<file path="src/common/cmwc_pkg.sv">
package cmwc_pkg;

  localparam int CLK_PERIOD_NS = 10;

  // The four pin-free mode timers; the longer ones are defaults for top-level parameters.
  localparam int SLEEP_ENTRY_DELAY_NS = 20000;
  localparam int SLEEP_ENTRY_CYC = (SLEEP_ENTRY_DELAY_NS + CLK_PERIOD_NS - 1) / CLK_PERIOD_NS;
  localparam int BUS_FILTER_TIME_NS = 1000;
  localparam int BUS_FILTER_CYC = (BUS_FILTER_TIME_NS + CLK_PERIOD_NS - 1) / CLK_PERIOD_NS;
  localparam int FILT_CNT_W = $clog2(BUS_FILTER_CYC + 2);
  localparam int PATTERN_WINDOW_TIME_US = 1000;
  localparam int PATTERN_WINDOW_CYC = (PATTERN_WINDOW_TIME_US * 1000) / CLK_PERIOD_NS;
  localparam int STANDBY_EXPIRY_TIME_MS = 1000;
  localparam int STANDBY_EXPIRY_CYC = (STANDBY_EXPIRY_TIME_MS * 1000000) / CLK_PERIOD_NS;

  localparam int APB_ADDR_W = 8;
  localparam logic [APB_ADDR_W-1:0] CTRL_OFFSET = 8'h00;
  localparam logic [APB_ADDR_W-1:0] STATUS_OFFSET = 8'h04;
  localparam logic [APB_ADDR_W-1:0] WAKE_SRC_OFFSET = 8'h08;

  localparam int CTRL_LOCAL_EN_BIT = 0;
  localparam int CTRL_REMOTE_EN_BIT = 1;
  localparam logic [1:0] CTRL_RESET = 2'h3;

  localparam int STAT_MODE_LSB = 0;
  localparam int STAT_WAKE_REQ_BIT = 4;
  localparam int STAT_PWR_UP_BIT = 5;
  localparam int STAT_ARMED_BIT = 6;
  localparam int STAT_SWE_CAUSE_BIT = 7;
  localparam int STAT_WUP_LSB = 8;

  localparam int SRC_LOCAL_BIT = 0;
  localparam int SRC_REMOTE_BIT = 1;

  typedef enum logic [2:0] {
    CMWC_STANDBY = 3'h0,
    CMWC_GOTOSLEEP = 3'h1,
    CMWC_SLEEP = 3'h3,
    CMWC_NORMAL = 3'h2,
    CMWC_SILENT = 3'h6
  } cmwc_mode_type;

  typedef enum logic [1:0] {
    CMWC_WUP_IDLE = 2'h0,
    CMWC_WUP_DOM1 = 2'h1,
    CMWC_WUP_REC = 2'h3,
    CMWC_WUP_BLOCK = 2'h2
  } cmwc_wup_type;

endpackage

</file>
<file path="src/hdl/cmwc_mode_wake_control.sv">
`timescale 1ns/1ps
// Function
// Go-to-sleep expires into sleep, gate floats
// Normal mode drives transmit, mirrors bus
// Normal entry clears wake and power-up flags; a wake_hit in the entry cycle sets the wake flag instead
// Normal entry stops and zeroes expiry timer
// Silent keeps driver off, receiver active
// Silent shows power-up, local failure on fault
// Silent from standby keeps expiry timer running
// Standby disables driver, pending wake pulls receive
// Normal reports wake source on fault output
// Standby expiry timer forces sleep when late
// Pending wake holds standby instead of sleep
// Sleep leaves only low-power monitors active
// Sleep exits on pattern, local wake, rising
// Expiry sleep exits on mode-select edge, standby high
// Host toggles mode-select with standby low first
// Pin exits ignored without good logic rail
// Pattern dominant, recessive, dominant; traffic tolerated
// Pattern pulls receive low once rail good
// Filtered means held beyond filter time
// Filter time fits one slow bit
// Pattern must finish inside window else reset
// Timeout on dominant needs filtered recessive first
// Two pins select the operating mode
// Standby rise exits go-to-sleep or undervoltage sleep
// Pins sampled, timers count the clock
module cmwc_mode_wake_control #(
  parameter int STANDBY_EXPIRY_CYC = cmwc_pkg::STANDBY_EXPIRY_CYC,
  parameter int PATTERN_WINDOW_CYC = cmwc_pkg::PATTERN_WINDOW_CYC
) (
  input wire logic pclk,
  input wire logic presetn,
  input wire logic psel,
  input wire logic penable,
  input wire logic pwrite,
  input wire logic [cmwc_pkg::APB_ADDR_W-1:0] paddr,
  input wire logic [31:0] pwdata,
  output logic [31:0] prdata,
  output logic pready,
  output logic pslverr,
  input wire logic standby_ctl_n,
  input wire logic mode_sel,
  input wire logic txd,
  input wire logic bus_dominant,
  input wire logic local_wake_event,
  input wire logic local_failure,
  input wire logic io_rail_good_level,
  output logic rxd,
  output logic bus_drive_dominant,
  output logic driver_en,
  output logic receiver_en,
  output logic monitor_en,
  output logic supply_gate_out,
  output logic supply_gate_oe,
  output logic fault_indicator_n
);

  localparam int SLEEP_LAST = cmwc_pkg::SLEEP_ENTRY_CYC - 1;
  function automatic cmwc_pkg::cmwc_mode_type pin_mode(input logic stb_n, input logic sel);
    if (stb_n) begin
      pin_mode = sel ? cmwc_pkg::CMWC_NORMAL : cmwc_pkg::CMWC_SILENT;
    end else begin
      pin_mode = sel ? cmwc_pkg::CMWC_GOTOSLEEP : cmwc_pkg::CMWC_STANDBY;
    end
  endfunction
  function automatic logic low_power(input cmwc_pkg::cmwc_mode_type m);
    low_power = (m == cmwc_pkg::CMWC_STANDBY) || (m == cmwc_pkg::CMWC_GOTOSLEEP) || (m == cmwc_pkg::CMWC_SLEEP);
  endfunction
  function automatic logic addr_known(input logic [cmwc_pkg::APB_ADDR_W-1:0] a);
    addr_known = (a == cmwc_pkg::CTRL_OFFSET) || (a == cmwc_pkg::STATUS_OFFSET) || (a == cmwc_pkg::WAKE_SRC_OFFSET);
  endfunction

  cmwc_pkg::cmwc_mode_type mode_reg, mode_next;
  cmwc_pkg::cmwc_wup_type wup_reg;
  logic stb_prev_reg, en_prev_reg, bus_prev_reg, wup_detect_reg, swe_active_reg, swe_cause_reg, armed_reg;
  logic wake_request_flag_reg, power_up_flag_reg, pready_reg, pslverr_reg, rxd_reg, bus_drive_dominant_reg;
  logic driver_en_reg, receiver_en_reg, monitor_en_reg, supply_gate_out_reg, supply_gate_oe_reg;
  logic fault_indicator_n_reg;
  logic [31:0] gts_cnt_reg, swe_cnt_reg, win_cnt_reg, prdata_reg, status_word;
  logic [1:0] wake_src_reg, ctrl_reg;
  logic [cmwc_pkg::FILT_CNT_W-1:0] filt_cnt_reg;
  logic stb_rise, en_rise, en_fall, swe_expired, filt_hit, local_hit, remote_hit, wake_hit, normal_entry;
  logic apb_write, src_clr_local, src_clr_remote;

  assign {prdata, pready, pslverr} = {prdata_reg, pready_reg, pslverr_reg};
  assign {rxd, bus_drive_dominant, driver_en} = {rxd_reg, bus_drive_dominant_reg, driver_en_reg};
  assign {receiver_en, monitor_en, fault_indicator_n} = {receiver_en_reg, monitor_en_reg, fault_indicator_n_reg};
  assign {supply_gate_out, supply_gate_oe} = {supply_gate_out_reg, supply_gate_oe_reg};
  // pin edges
  assign stb_rise = standby_ctl_n && !stb_prev_reg;
  assign en_rise = mode_sel && !en_prev_reg;
  assign en_fall = !mode_sel && en_prev_reg;
  assign swe_expired = swe_active_reg && (swe_cnt_reg == 32'(STANDBY_EXPIRY_CYC - 1));
  assign local_hit = ctrl_reg[cmwc_pkg::CTRL_LOCAL_EN_BIT] && local_wake_event && low_power(mode_reg);
  assign remote_hit = ctrl_reg[cmwc_pkg::CTRL_REMOTE_EN_BIT] && wup_detect_reg && low_power(mode_reg);
  assign wake_hit = local_hit || remote_hit;
  assign normal_entry = (mode_next == cmwc_pkg::CMWC_NORMAL) && (mode_reg != cmwc_pkg::CMWC_NORMAL);

  always_comb begin
    mode_next = mode_reg;
    unique case (mode_reg)
      cmwc_pkg::CMWC_NORMAL, cmwc_pkg::CMWC_SILENT, cmwc_pkg::CMWC_STANDBY, cmwc_pkg::CMWC_GOTOSLEEP: begin
        // pin decode
        mode_next = pin_mode(standby_ctl_n, mode_sel);
        // pending wake
        if (mode_next == cmwc_pkg::CMWC_GOTOSLEEP && (wake_request_flag_reg || wake_hit)) begin
          mode_next = cmwc_pkg::CMWC_STANDBY;
        end else if (mode_reg == cmwc_pkg::CMWC_GOTOSLEEP && mode_next == cmwc_pkg::CMWC_GOTOSLEEP &&
                     gts_cnt_reg == 32'(SLEEP_LAST)) begin
          // sleep entry
          mode_next = cmwc_pkg::CMWC_SLEEP;
        end
        // expiry forces sleep
        if (swe_expired && mode_next != cmwc_pkg::CMWC_NORMAL && !wake_request_flag_reg && !wake_hit) begin
          mode_next = cmwc_pkg::CMWC_SLEEP;
        end
      end
      cmwc_pkg::CMWC_SLEEP: begin
        // sleep exits
        if (wake_hit) begin
          mode_next = cmwc_pkg::CMWC_STANDBY;
        end else if (io_rail_good_level) begin
          // rail check
          if (!swe_cause_reg && stb_rise) begin
            // standby rise exit
            mode_next = mode_sel ? cmwc_pkg::CMWC_NORMAL : cmwc_pkg::CMWC_SILENT;
          end else if (swe_cause_reg && armed_reg && standby_ctl_n && (en_rise || en_fall)) begin
            // mode-select edge exit
            mode_next = en_rise ? cmwc_pkg::CMWC_NORMAL : cmwc_pkg::CMWC_SILENT;
          end
        end
      end
      default: begin
        mode_next = cmwc_pkg::CMWC_STANDBY;
      end
    endcase
  end

  always_ff @(posedge pclk or negedge presetn) begin
    if (!presetn) begin
      mode_reg <= cmwc_pkg::CMWC_STANDBY;
      stb_prev_reg <= 1'h0;
      en_prev_reg <= 1'h0;
    end else begin
      mode_reg <= mode_next;
      stb_prev_reg <= standby_ctl_n;
      en_prev_reg <= mode_sel;
    end
  end

  always_ff @(posedge pclk or negedge presetn) begin
    if (!presetn) begin
      gts_cnt_reg <= 32'h0;
    end else if (mode_reg == cmwc_pkg::CMWC_GOTOSLEEP && mode_next == cmwc_pkg::CMWC_GOTOSLEEP) begin
      gts_cnt_reg <= gts_cnt_reg + 32'h1;
    end else begin
      gts_cnt_reg <= 32'h0;
    end
  end

  // The expiry timer saturates so a wake held pending keeps standby rather than wrapping.
  always_ff @(posedge pclk or negedge presetn) begin
    if (!presetn) begin
      swe_active_reg <= 1'h0;
      swe_cnt_reg <= 32'h0;
    end else if (mode_next == cmwc_pkg::CMWC_STANDBY ||
                 (mode_next == cmwc_pkg::CMWC_SILENT && swe_active_reg)) begin
      // silent keeps timer
      swe_active_reg <= 1'h1;
      if (!swe_expired) begin
        swe_cnt_reg <= swe_cnt_reg + 32'h1;
      end
    end else begin
      // timer halt reset
      swe_active_reg <= 1'h0;
      swe_cnt_reg <= 32'h0;
    end
  end

  always_ff @(posedge pclk or negedge presetn) begin
    if (!presetn) begin
      swe_cause_reg <= 1'h0;
      armed_reg <= 1'h1;
    end else if (mode_next == cmwc_pkg::CMWC_SLEEP && mode_reg != cmwc_pkg::CMWC_SLEEP) begin
      swe_cause_reg <= swe_expired;
      armed_reg <= !standby_ctl_n;
    end else if (mode_reg == cmwc_pkg::CMWC_SLEEP && !standby_ctl_n && (en_rise || en_fall)) begin
      // arming toggle
      armed_reg <= 1'h1;
    end
  end

  always_ff @(posedge pclk or negedge presetn) begin
    if (!presetn) begin
      wake_request_flag_reg <= 1'h0;
      power_up_flag_reg <= 1'h1;
    end else begin
      if (wake_hit) begin
        wake_request_flag_reg <= 1'h1;
      end else if (normal_entry) begin
        // flag clear
        wake_request_flag_reg <= 1'h0;
      end
      if (normal_entry) begin
        power_up_flag_reg <= 1'h0;
      end
    end
  end

  assign apb_write = psel && penable && pready_reg && pwrite;
  assign src_clr_local = apb_write && (paddr == cmwc_pkg::WAKE_SRC_OFFSET) && pwdata[cmwc_pkg::SRC_LOCAL_BIT];
  assign src_clr_remote = apb_write && (paddr == cmwc_pkg::WAKE_SRC_OFFSET) && pwdata[cmwc_pkg::SRC_REMOTE_BIT];
  always_ff @(posedge pclk or negedge presetn) begin
    if (!presetn) begin
      wake_src_reg <= 2'h0;
    end else begin
      wake_src_reg[cmwc_pkg::SRC_LOCAL_BIT] <= local_hit || (wake_src_reg[cmwc_pkg::SRC_LOCAL_BIT] && !src_clr_local);
      wake_src_reg[cmwc_pkg::SRC_REMOTE_BIT] <= remote_hit ||
                                                (wake_src_reg[cmwc_pkg::SRC_REMOTE_BIT] && !src_clr_remote);
    end
  end

  // filter count
  assign filt_hit = (bus_dominant == bus_prev_reg) && (filt_cnt_reg == cmwc_pkg::FILT_CNT_W'(cmwc_pkg::BUS_FILTER_CYC));
  always_ff @(posedge pclk or negedge presetn) begin
    if (!presetn) begin
      bus_prev_reg <= 1'h0;
      filt_cnt_reg <= '0;
    end else begin
      bus_prev_reg <= bus_dominant;
      if (bus_dominant != bus_prev_reg || !low_power(mode_reg)) begin
        filt_cnt_reg <= '0;
      end else if (filt_cnt_reg <= cmwc_pkg::FILT_CNT_W'(cmwc_pkg::BUS_FILTER_CYC)) begin
        filt_cnt_reg <= filt_cnt_reg + cmwc_pkg::FILT_CNT_W'(1);
      end
    end
  end

  // pattern sequence
  always_ff @(posedge pclk or negedge presetn) begin
    if (!presetn) begin
      wup_reg <= cmwc_pkg::CMWC_WUP_IDLE;
      win_cnt_reg <= 32'h0;
      wup_detect_reg <= 1'h0;
    end else begin
      wup_detect_reg <= 1'h0;
      if (!low_power(mode_reg)) begin
        wup_reg <= cmwc_pkg::CMWC_WUP_IDLE;
        win_cnt_reg <= 32'h0;
      end else begin
        unique case (wup_reg)
          cmwc_pkg::CMWC_WUP_IDLE: begin
            win_cnt_reg <= 32'h0;
            if (filt_hit && bus_dominant) begin
              wup_reg <= cmwc_pkg::CMWC_WUP_DOM1;
            end
          end
          cmwc_pkg::CMWC_WUP_DOM1, cmwc_pkg::CMWC_WUP_REC: begin
            win_cnt_reg <= win_cnt_reg + 32'h1;
            if (wup_reg == cmwc_pkg::CMWC_WUP_REC && filt_hit && bus_dominant) begin
              wup_reg <= cmwc_pkg::CMWC_WUP_IDLE;
              wup_detect_reg <= 1'h1;
              win_cnt_reg <= 32'h0;
            end else if (win_cnt_reg == 32'(PATTERN_WINDOW_CYC - 1)) begin
              // window timeout
              // dominant timeout blocks
              wup_reg <= bus_dominant ? cmwc_pkg::CMWC_WUP_BLOCK : cmwc_pkg::CMWC_WUP_IDLE;
              win_cnt_reg <= 32'h0;
            end else if (wup_reg == cmwc_pkg::CMWC_WUP_DOM1 && filt_hit && !bus_dominant) begin
              wup_reg <= cmwc_pkg::CMWC_WUP_REC;
            end
          end
          cmwc_pkg::CMWC_WUP_BLOCK: begin
            win_cnt_reg <= 32'h0;
            if (filt_hit && !bus_dominant) begin
              wup_reg <= cmwc_pkg::CMWC_WUP_IDLE;
            end
          end
        endcase
      end
    end
  end

  always_ff @(posedge pclk or negedge presetn) begin
    if (!presetn) begin
      rxd_reg <= 1'h1;
      bus_drive_dominant_reg <= 1'h0;
      driver_en_reg <= 1'h0;
      receiver_en_reg <= 1'h0;
      monitor_en_reg <= 1'h1;
      supply_gate_out_reg <= 1'h1;
      supply_gate_oe_reg <= 1'h1;
      fault_indicator_n_reg <= 1'h1;
    end else begin
      // normal drive
      driver_en_reg <= (mode_reg == cmwc_pkg::CMWC_NORMAL);
      bus_drive_dominant_reg <= (mode_reg == cmwc_pkg::CMWC_NORMAL) && !txd;
      // silent receive
      receiver_en_reg <= (mode_reg == cmwc_pkg::CMWC_NORMAL) || (mode_reg == cmwc_pkg::CMWC_SILENT);
      // sleep monitors only
      monitor_en_reg <= low_power(mode_reg);
      supply_gate_out_reg <= (mode_reg != cmwc_pkg::CMWC_SLEEP);
      supply_gate_oe_reg <= (mode_reg != cmwc_pkg::CMWC_SLEEP);
      if (low_power(mode_reg)) begin
        // wake on receive
        // rail gated
        rxd_reg <= !(wake_request_flag_reg && io_rail_good_level);
      end else begin
        rxd_reg <= !bus_dominant;
      end
      if (mode_reg == cmwc_pkg::CMWC_SILENT) begin
        // silent fault
        fault_indicator_n_reg <= !(power_up_flag_reg || local_failure);
      end else if (mode_reg == cmwc_pkg::CMWC_NORMAL) begin
        // wake source
        fault_indicator_n_reg <= !(|wake_src_reg);
      end else begin
        fault_indicator_n_reg <= 1'h1;
      end
    end
  end

  always_comb begin
    status_word = 32'h0;
    status_word[cmwc_pkg::STAT_MODE_LSB +: 3] = mode_reg;
    status_word[cmwc_pkg::STAT_WAKE_REQ_BIT] = wake_request_flag_reg;
    status_word[cmwc_pkg::STAT_PWR_UP_BIT] = power_up_flag_reg;
    status_word[cmwc_pkg::STAT_ARMED_BIT] = armed_reg;
    status_word[cmwc_pkg::STAT_SWE_CAUSE_BIT] = swe_cause_reg;
    status_word[cmwc_pkg::STAT_WUP_LSB +: 2] = wup_reg;
  end

  // Read data is captured in the setup cycle, so every access completes with no wait state.
  always_ff @(posedge pclk or negedge presetn) begin
    if (!presetn) begin
      prdata_reg <= 32'h0;
      pready_reg <= 1'h0;
      pslverr_reg <= 1'h0;
    end else begin
      pready_reg <= psel && !penable;
      pslverr_reg <= psel && !penable && !addr_known(paddr);
      prdata_reg <= 32'h0;
      if (psel && !penable && !pwrite) begin
        if (paddr == cmwc_pkg::CTRL_OFFSET) begin
          prdata_reg <= {30'h0, ctrl_reg};
        end else if (paddr == cmwc_pkg::STATUS_OFFSET) begin
          prdata_reg <= status_word;
        end else if (paddr == cmwc_pkg::WAKE_SRC_OFFSET) begin
          prdata_reg <= {30'h0, wake_src_reg};
        end
      end
    end
  end

  always_ff @(posedge pclk or negedge presetn) begin
    if (!presetn) begin
      ctrl_reg <= cmwc_pkg::CTRL_RESET;
    end else if (apb_write && paddr == cmwc_pkg::CTRL_OFFSET) begin
      ctrl_reg <= pwdata[1:0];
    end
  end
endmodule
</file>
<file path="config.mk">
export PLATFORM = sky130hd
export DESIGN_NAME = cmwc_mode_wake_control
export DESIGN_NICKNAME = d
export VERILOG_FILES = /design/src/common/cmwc_pkg.sv /design/src/hdl/cmwc_mode_wake_control.sv
export SDC_FILE = /design/constraint.sdc
export NUM_CORES = 1
export LEC_CHECK = 0
export BUFFER_PORTS_ARGS = -buffer_cell sky130_fd_sc_hd__buf_2
export CELL_PAD_IN_SITES_DETAIL_PLACEMENT = 1
export CELL_PAD_IN_SITES_GLOBAL_PLACEMENT = 2
export CORE_MARGIN = 1
export CORE_UTILIZATION = 39
export CTS_CLUSTER_DIAMETER = 50
export DETAILED_ROUTE_END_ITERATION = 7
export GPL_ROUTABILITY_DRIVEN = 0
export PLACE_DENSITY = 0.95
export REMOVE_ABC_BUFFERS = 1
export SLEW_MARGIN = 5
export SYNTH_ARGS = -nofsm -noshare
export SYNTH_HDL_FRONTEND = slang
export SYNTH_SLANG_ARGS = --single-unit
export TNS_END_PERCENT = 30
</file>
<file path="constraint.sdc">
create_clock -name pclk -period 5.9 [get_ports pclk]
set_input_delay 0 -clock pclk [delete_from_list [all_inputs] [get_ports pclk]]
set_output_delay 0 -clock pclk [all_outputs]
set_load 0.03 [all_outputs]
</file>
==> reports/results.tsv <==
metric	value	unit
cp_num_cells	7	
layout-drive-gt1-share	12.7	%
synth_commonest_cells	dfrtp_1 (131), nor2_1 (110), xnor2_1 (52)	
hold_depth	4	
p_clk_share	44.2	%
grt-ovfl-total	0	
synth_enable_flop_cells	0	
end_kind	flop	
cellPowerDensity	284	nW/µm²
min_path_type	input port to flop	
p_leak	0.00338	µW
critical_path_buf_inv_count	0	
setup_viol	0	
tightest_slew	1.11	ns
critPathKind	flop to flop	
antenna_cells	0	
critPathSlowestCell	a22oi_4	
netlist.area_leader.share	45.8	%
async_flop_share	100	%
yosys_warnings	0	
synth_top_area_cell	dfrtp_1	
p_int	1700	µW
io_buffers	40	
rows	49	
drv_slew	0	
antenna_found_initial	0	
rsz0062_at_grt	no	
first_iter_violations	339	
core_area	18000	µm²
routed_wirelength	16900	µm
syn_avg_cell_area	9.74	µm²
drv_cap	0	
grt_max_degree	84	
nets	851	
path_clk_slew	0.06	ns
drc	0	
slowest_delay	0.74	ns
clock-root-buffer	clkbuf_16	
fin_skew	0.0116	ns
outcome	complete, no violations	
startpoint	swe_cnt_reg[0]	
seqPwrFrac	44.1	%
synth.area.top_cells	dfrtp_1 (46%), xnor2_1 (6.4%), nor2_1 (5.8%)	
post-synth-top-count-cell	dfrtp_1	
cts_resized	0	
p_sw_share	27.0	%
antenna_left	0	
grtUsageTotal	18.9	%
hold_viol_final	0	
hp-start	penable	
clock_latency	0.43	ns
cp.arrival	3.23	ns
cts_buffers	17	
synth.ff_latch_count	139	
cts_tree	yes	
switchingPower	629	µW
ir_drop	171	µV
share_comb_of_total_power	11.7	%
vias_per_cell	5.31	
synth_cell_type_count	64	
grt_pass1_vias	5556	
cp_cell_sequence	ha_1, and2_1, nand3_2, nor4b_2, o22ai_2, a22oi_4, a2111oi_0	
die_y	137	µm
worst_r2r_path_depth	7	
place_inst	985	
crit_path_start_kind	flop	
r2r_start	swe_cnt_reg[0]	
final.min_clock_period	2.98	ns
post_drt_wl_per_cell	16.4	µm
area_delta_synth_final	14.5	%
total_power	2330	µW
synth_area	7160	µm²
fin_setup_tns	0	ns
dr.pass1.iters	4	
crit_required	6.15	ns
fmax	0.336	GHz
grt_pass1_wl	27700	µm
htree_levels	4	
slew_headroom	26.0	%
ios	94	
cts.sinks	139	
critPathMaxFanout	33	
dieArea	18900	µm²
period_share	50.5	%
clk_path_buf_depth	2	
die_w	137	µm
syn_inst	735	
start_util	39.8	%
fin_cells	1035	
ys.flop_type	dfrtp_1	
via_count	5493	
dp_hpwl	11000	µm
seq_area_frac_synth	48.7	%
cp_top_family	compound AO/OA/AOI/OAI gates	
final cells by class:
cell class	instances	area (µm²)
Fill cell	2049	9770
Sequential cell	139	3490
Multi-Input combinational cell	549	3360
Clock buffer	23	458
Timing Repair Buffer	61	409
Tap cell	229	287
Clock inverter	9	97.6
Inverter	25	93.8
stage by stage:
step | hold WS (ns) | worst slack [ns] | area [µm²] | util [%]
after detailed placement | 0.107 | 2.93 | 7460 | 41.5
final | 0.0311 | 2.92 | 8200 | 45.6
after global placement | 0.104 | 2.98 | 7460 | 41.5
after global routing | 0.0622 | 2.67 | 8200 | 45.6
after CTS | 0.0210 | 2.92 | 8200 | 45.6
after floorplan | -0.296 | 3.50 | 6950 | -
tightest hold or removal path, stage by stage:
cell and delay (ns):
buf_2 0.09, nand2b_1 0.13, nor3_1 0.08, o221a_2 0.12
worst paths after layout:
path | slack, ns | to
max | 2.92 | swe_cnt_reg[2]
min | 0.03 | prdata[0]
max reg2reg | 2.92 | swe_cnt_reg[2]
min reg2reg | 0.46 | power_up_flag_reg
max in group asynchronous | 4.48 | bus_prev_reg
min in group asynchronous | 0.18 | gts_cnt_reg[22]
placed cells by master (no fill, tap or decap), types with 23 or more instances in the layout:
cell       n
buf_2     39
conb_1    23
dfrtp_1  131
inv_1     23
nand2_1   47
nand3_1   31
nand4_1   28
nor2_1   110
nor3_1    49
xnor2_1   52
xor2_1    39
what timing repair did:
item | 4_1_cts | 5_1_grt
buffers inserted | 0 | 0
setup endpoints to repair | 0 | 0
hold buffers | 18 | 0
endpoints found under the hold margin | 93 | 0
routing by layer:
metal  global-route usage (%)  vias to the layer above  part of all wire [%]
met2                     32.4                       87                    50
met4                     7.69                        0                   1.8
li1                         -                     2623                     -
met3                     3.02                       23                   2.6
met5                        0                        -                     0
met1                     23.4                     2760                    45
power groups by stage:
stage	combinational (µW)	clock, µW	sequential [µW]
after floorplan	144	0	1060
after global routing	303	1080	1030
after detailed placement	264	0	1040
after CTS	276	1040	1030
final	272	1030	1030
after global placement	258	0	1040
cells by family after synthesis:
kind of cell               share of synthesized area (%)
and+or+nand+nor                                     27.9
muxes                                              0.892
xor gates and xnor gates                            11.1
AOI/OAI and AO/OA                                   4.77
other                                             0.0524
adders and majority gates                           1.05
buffers and inverters                               5.40
DFF                                                 48.7
Note: power is estimated with default switching activity, not from simulation.
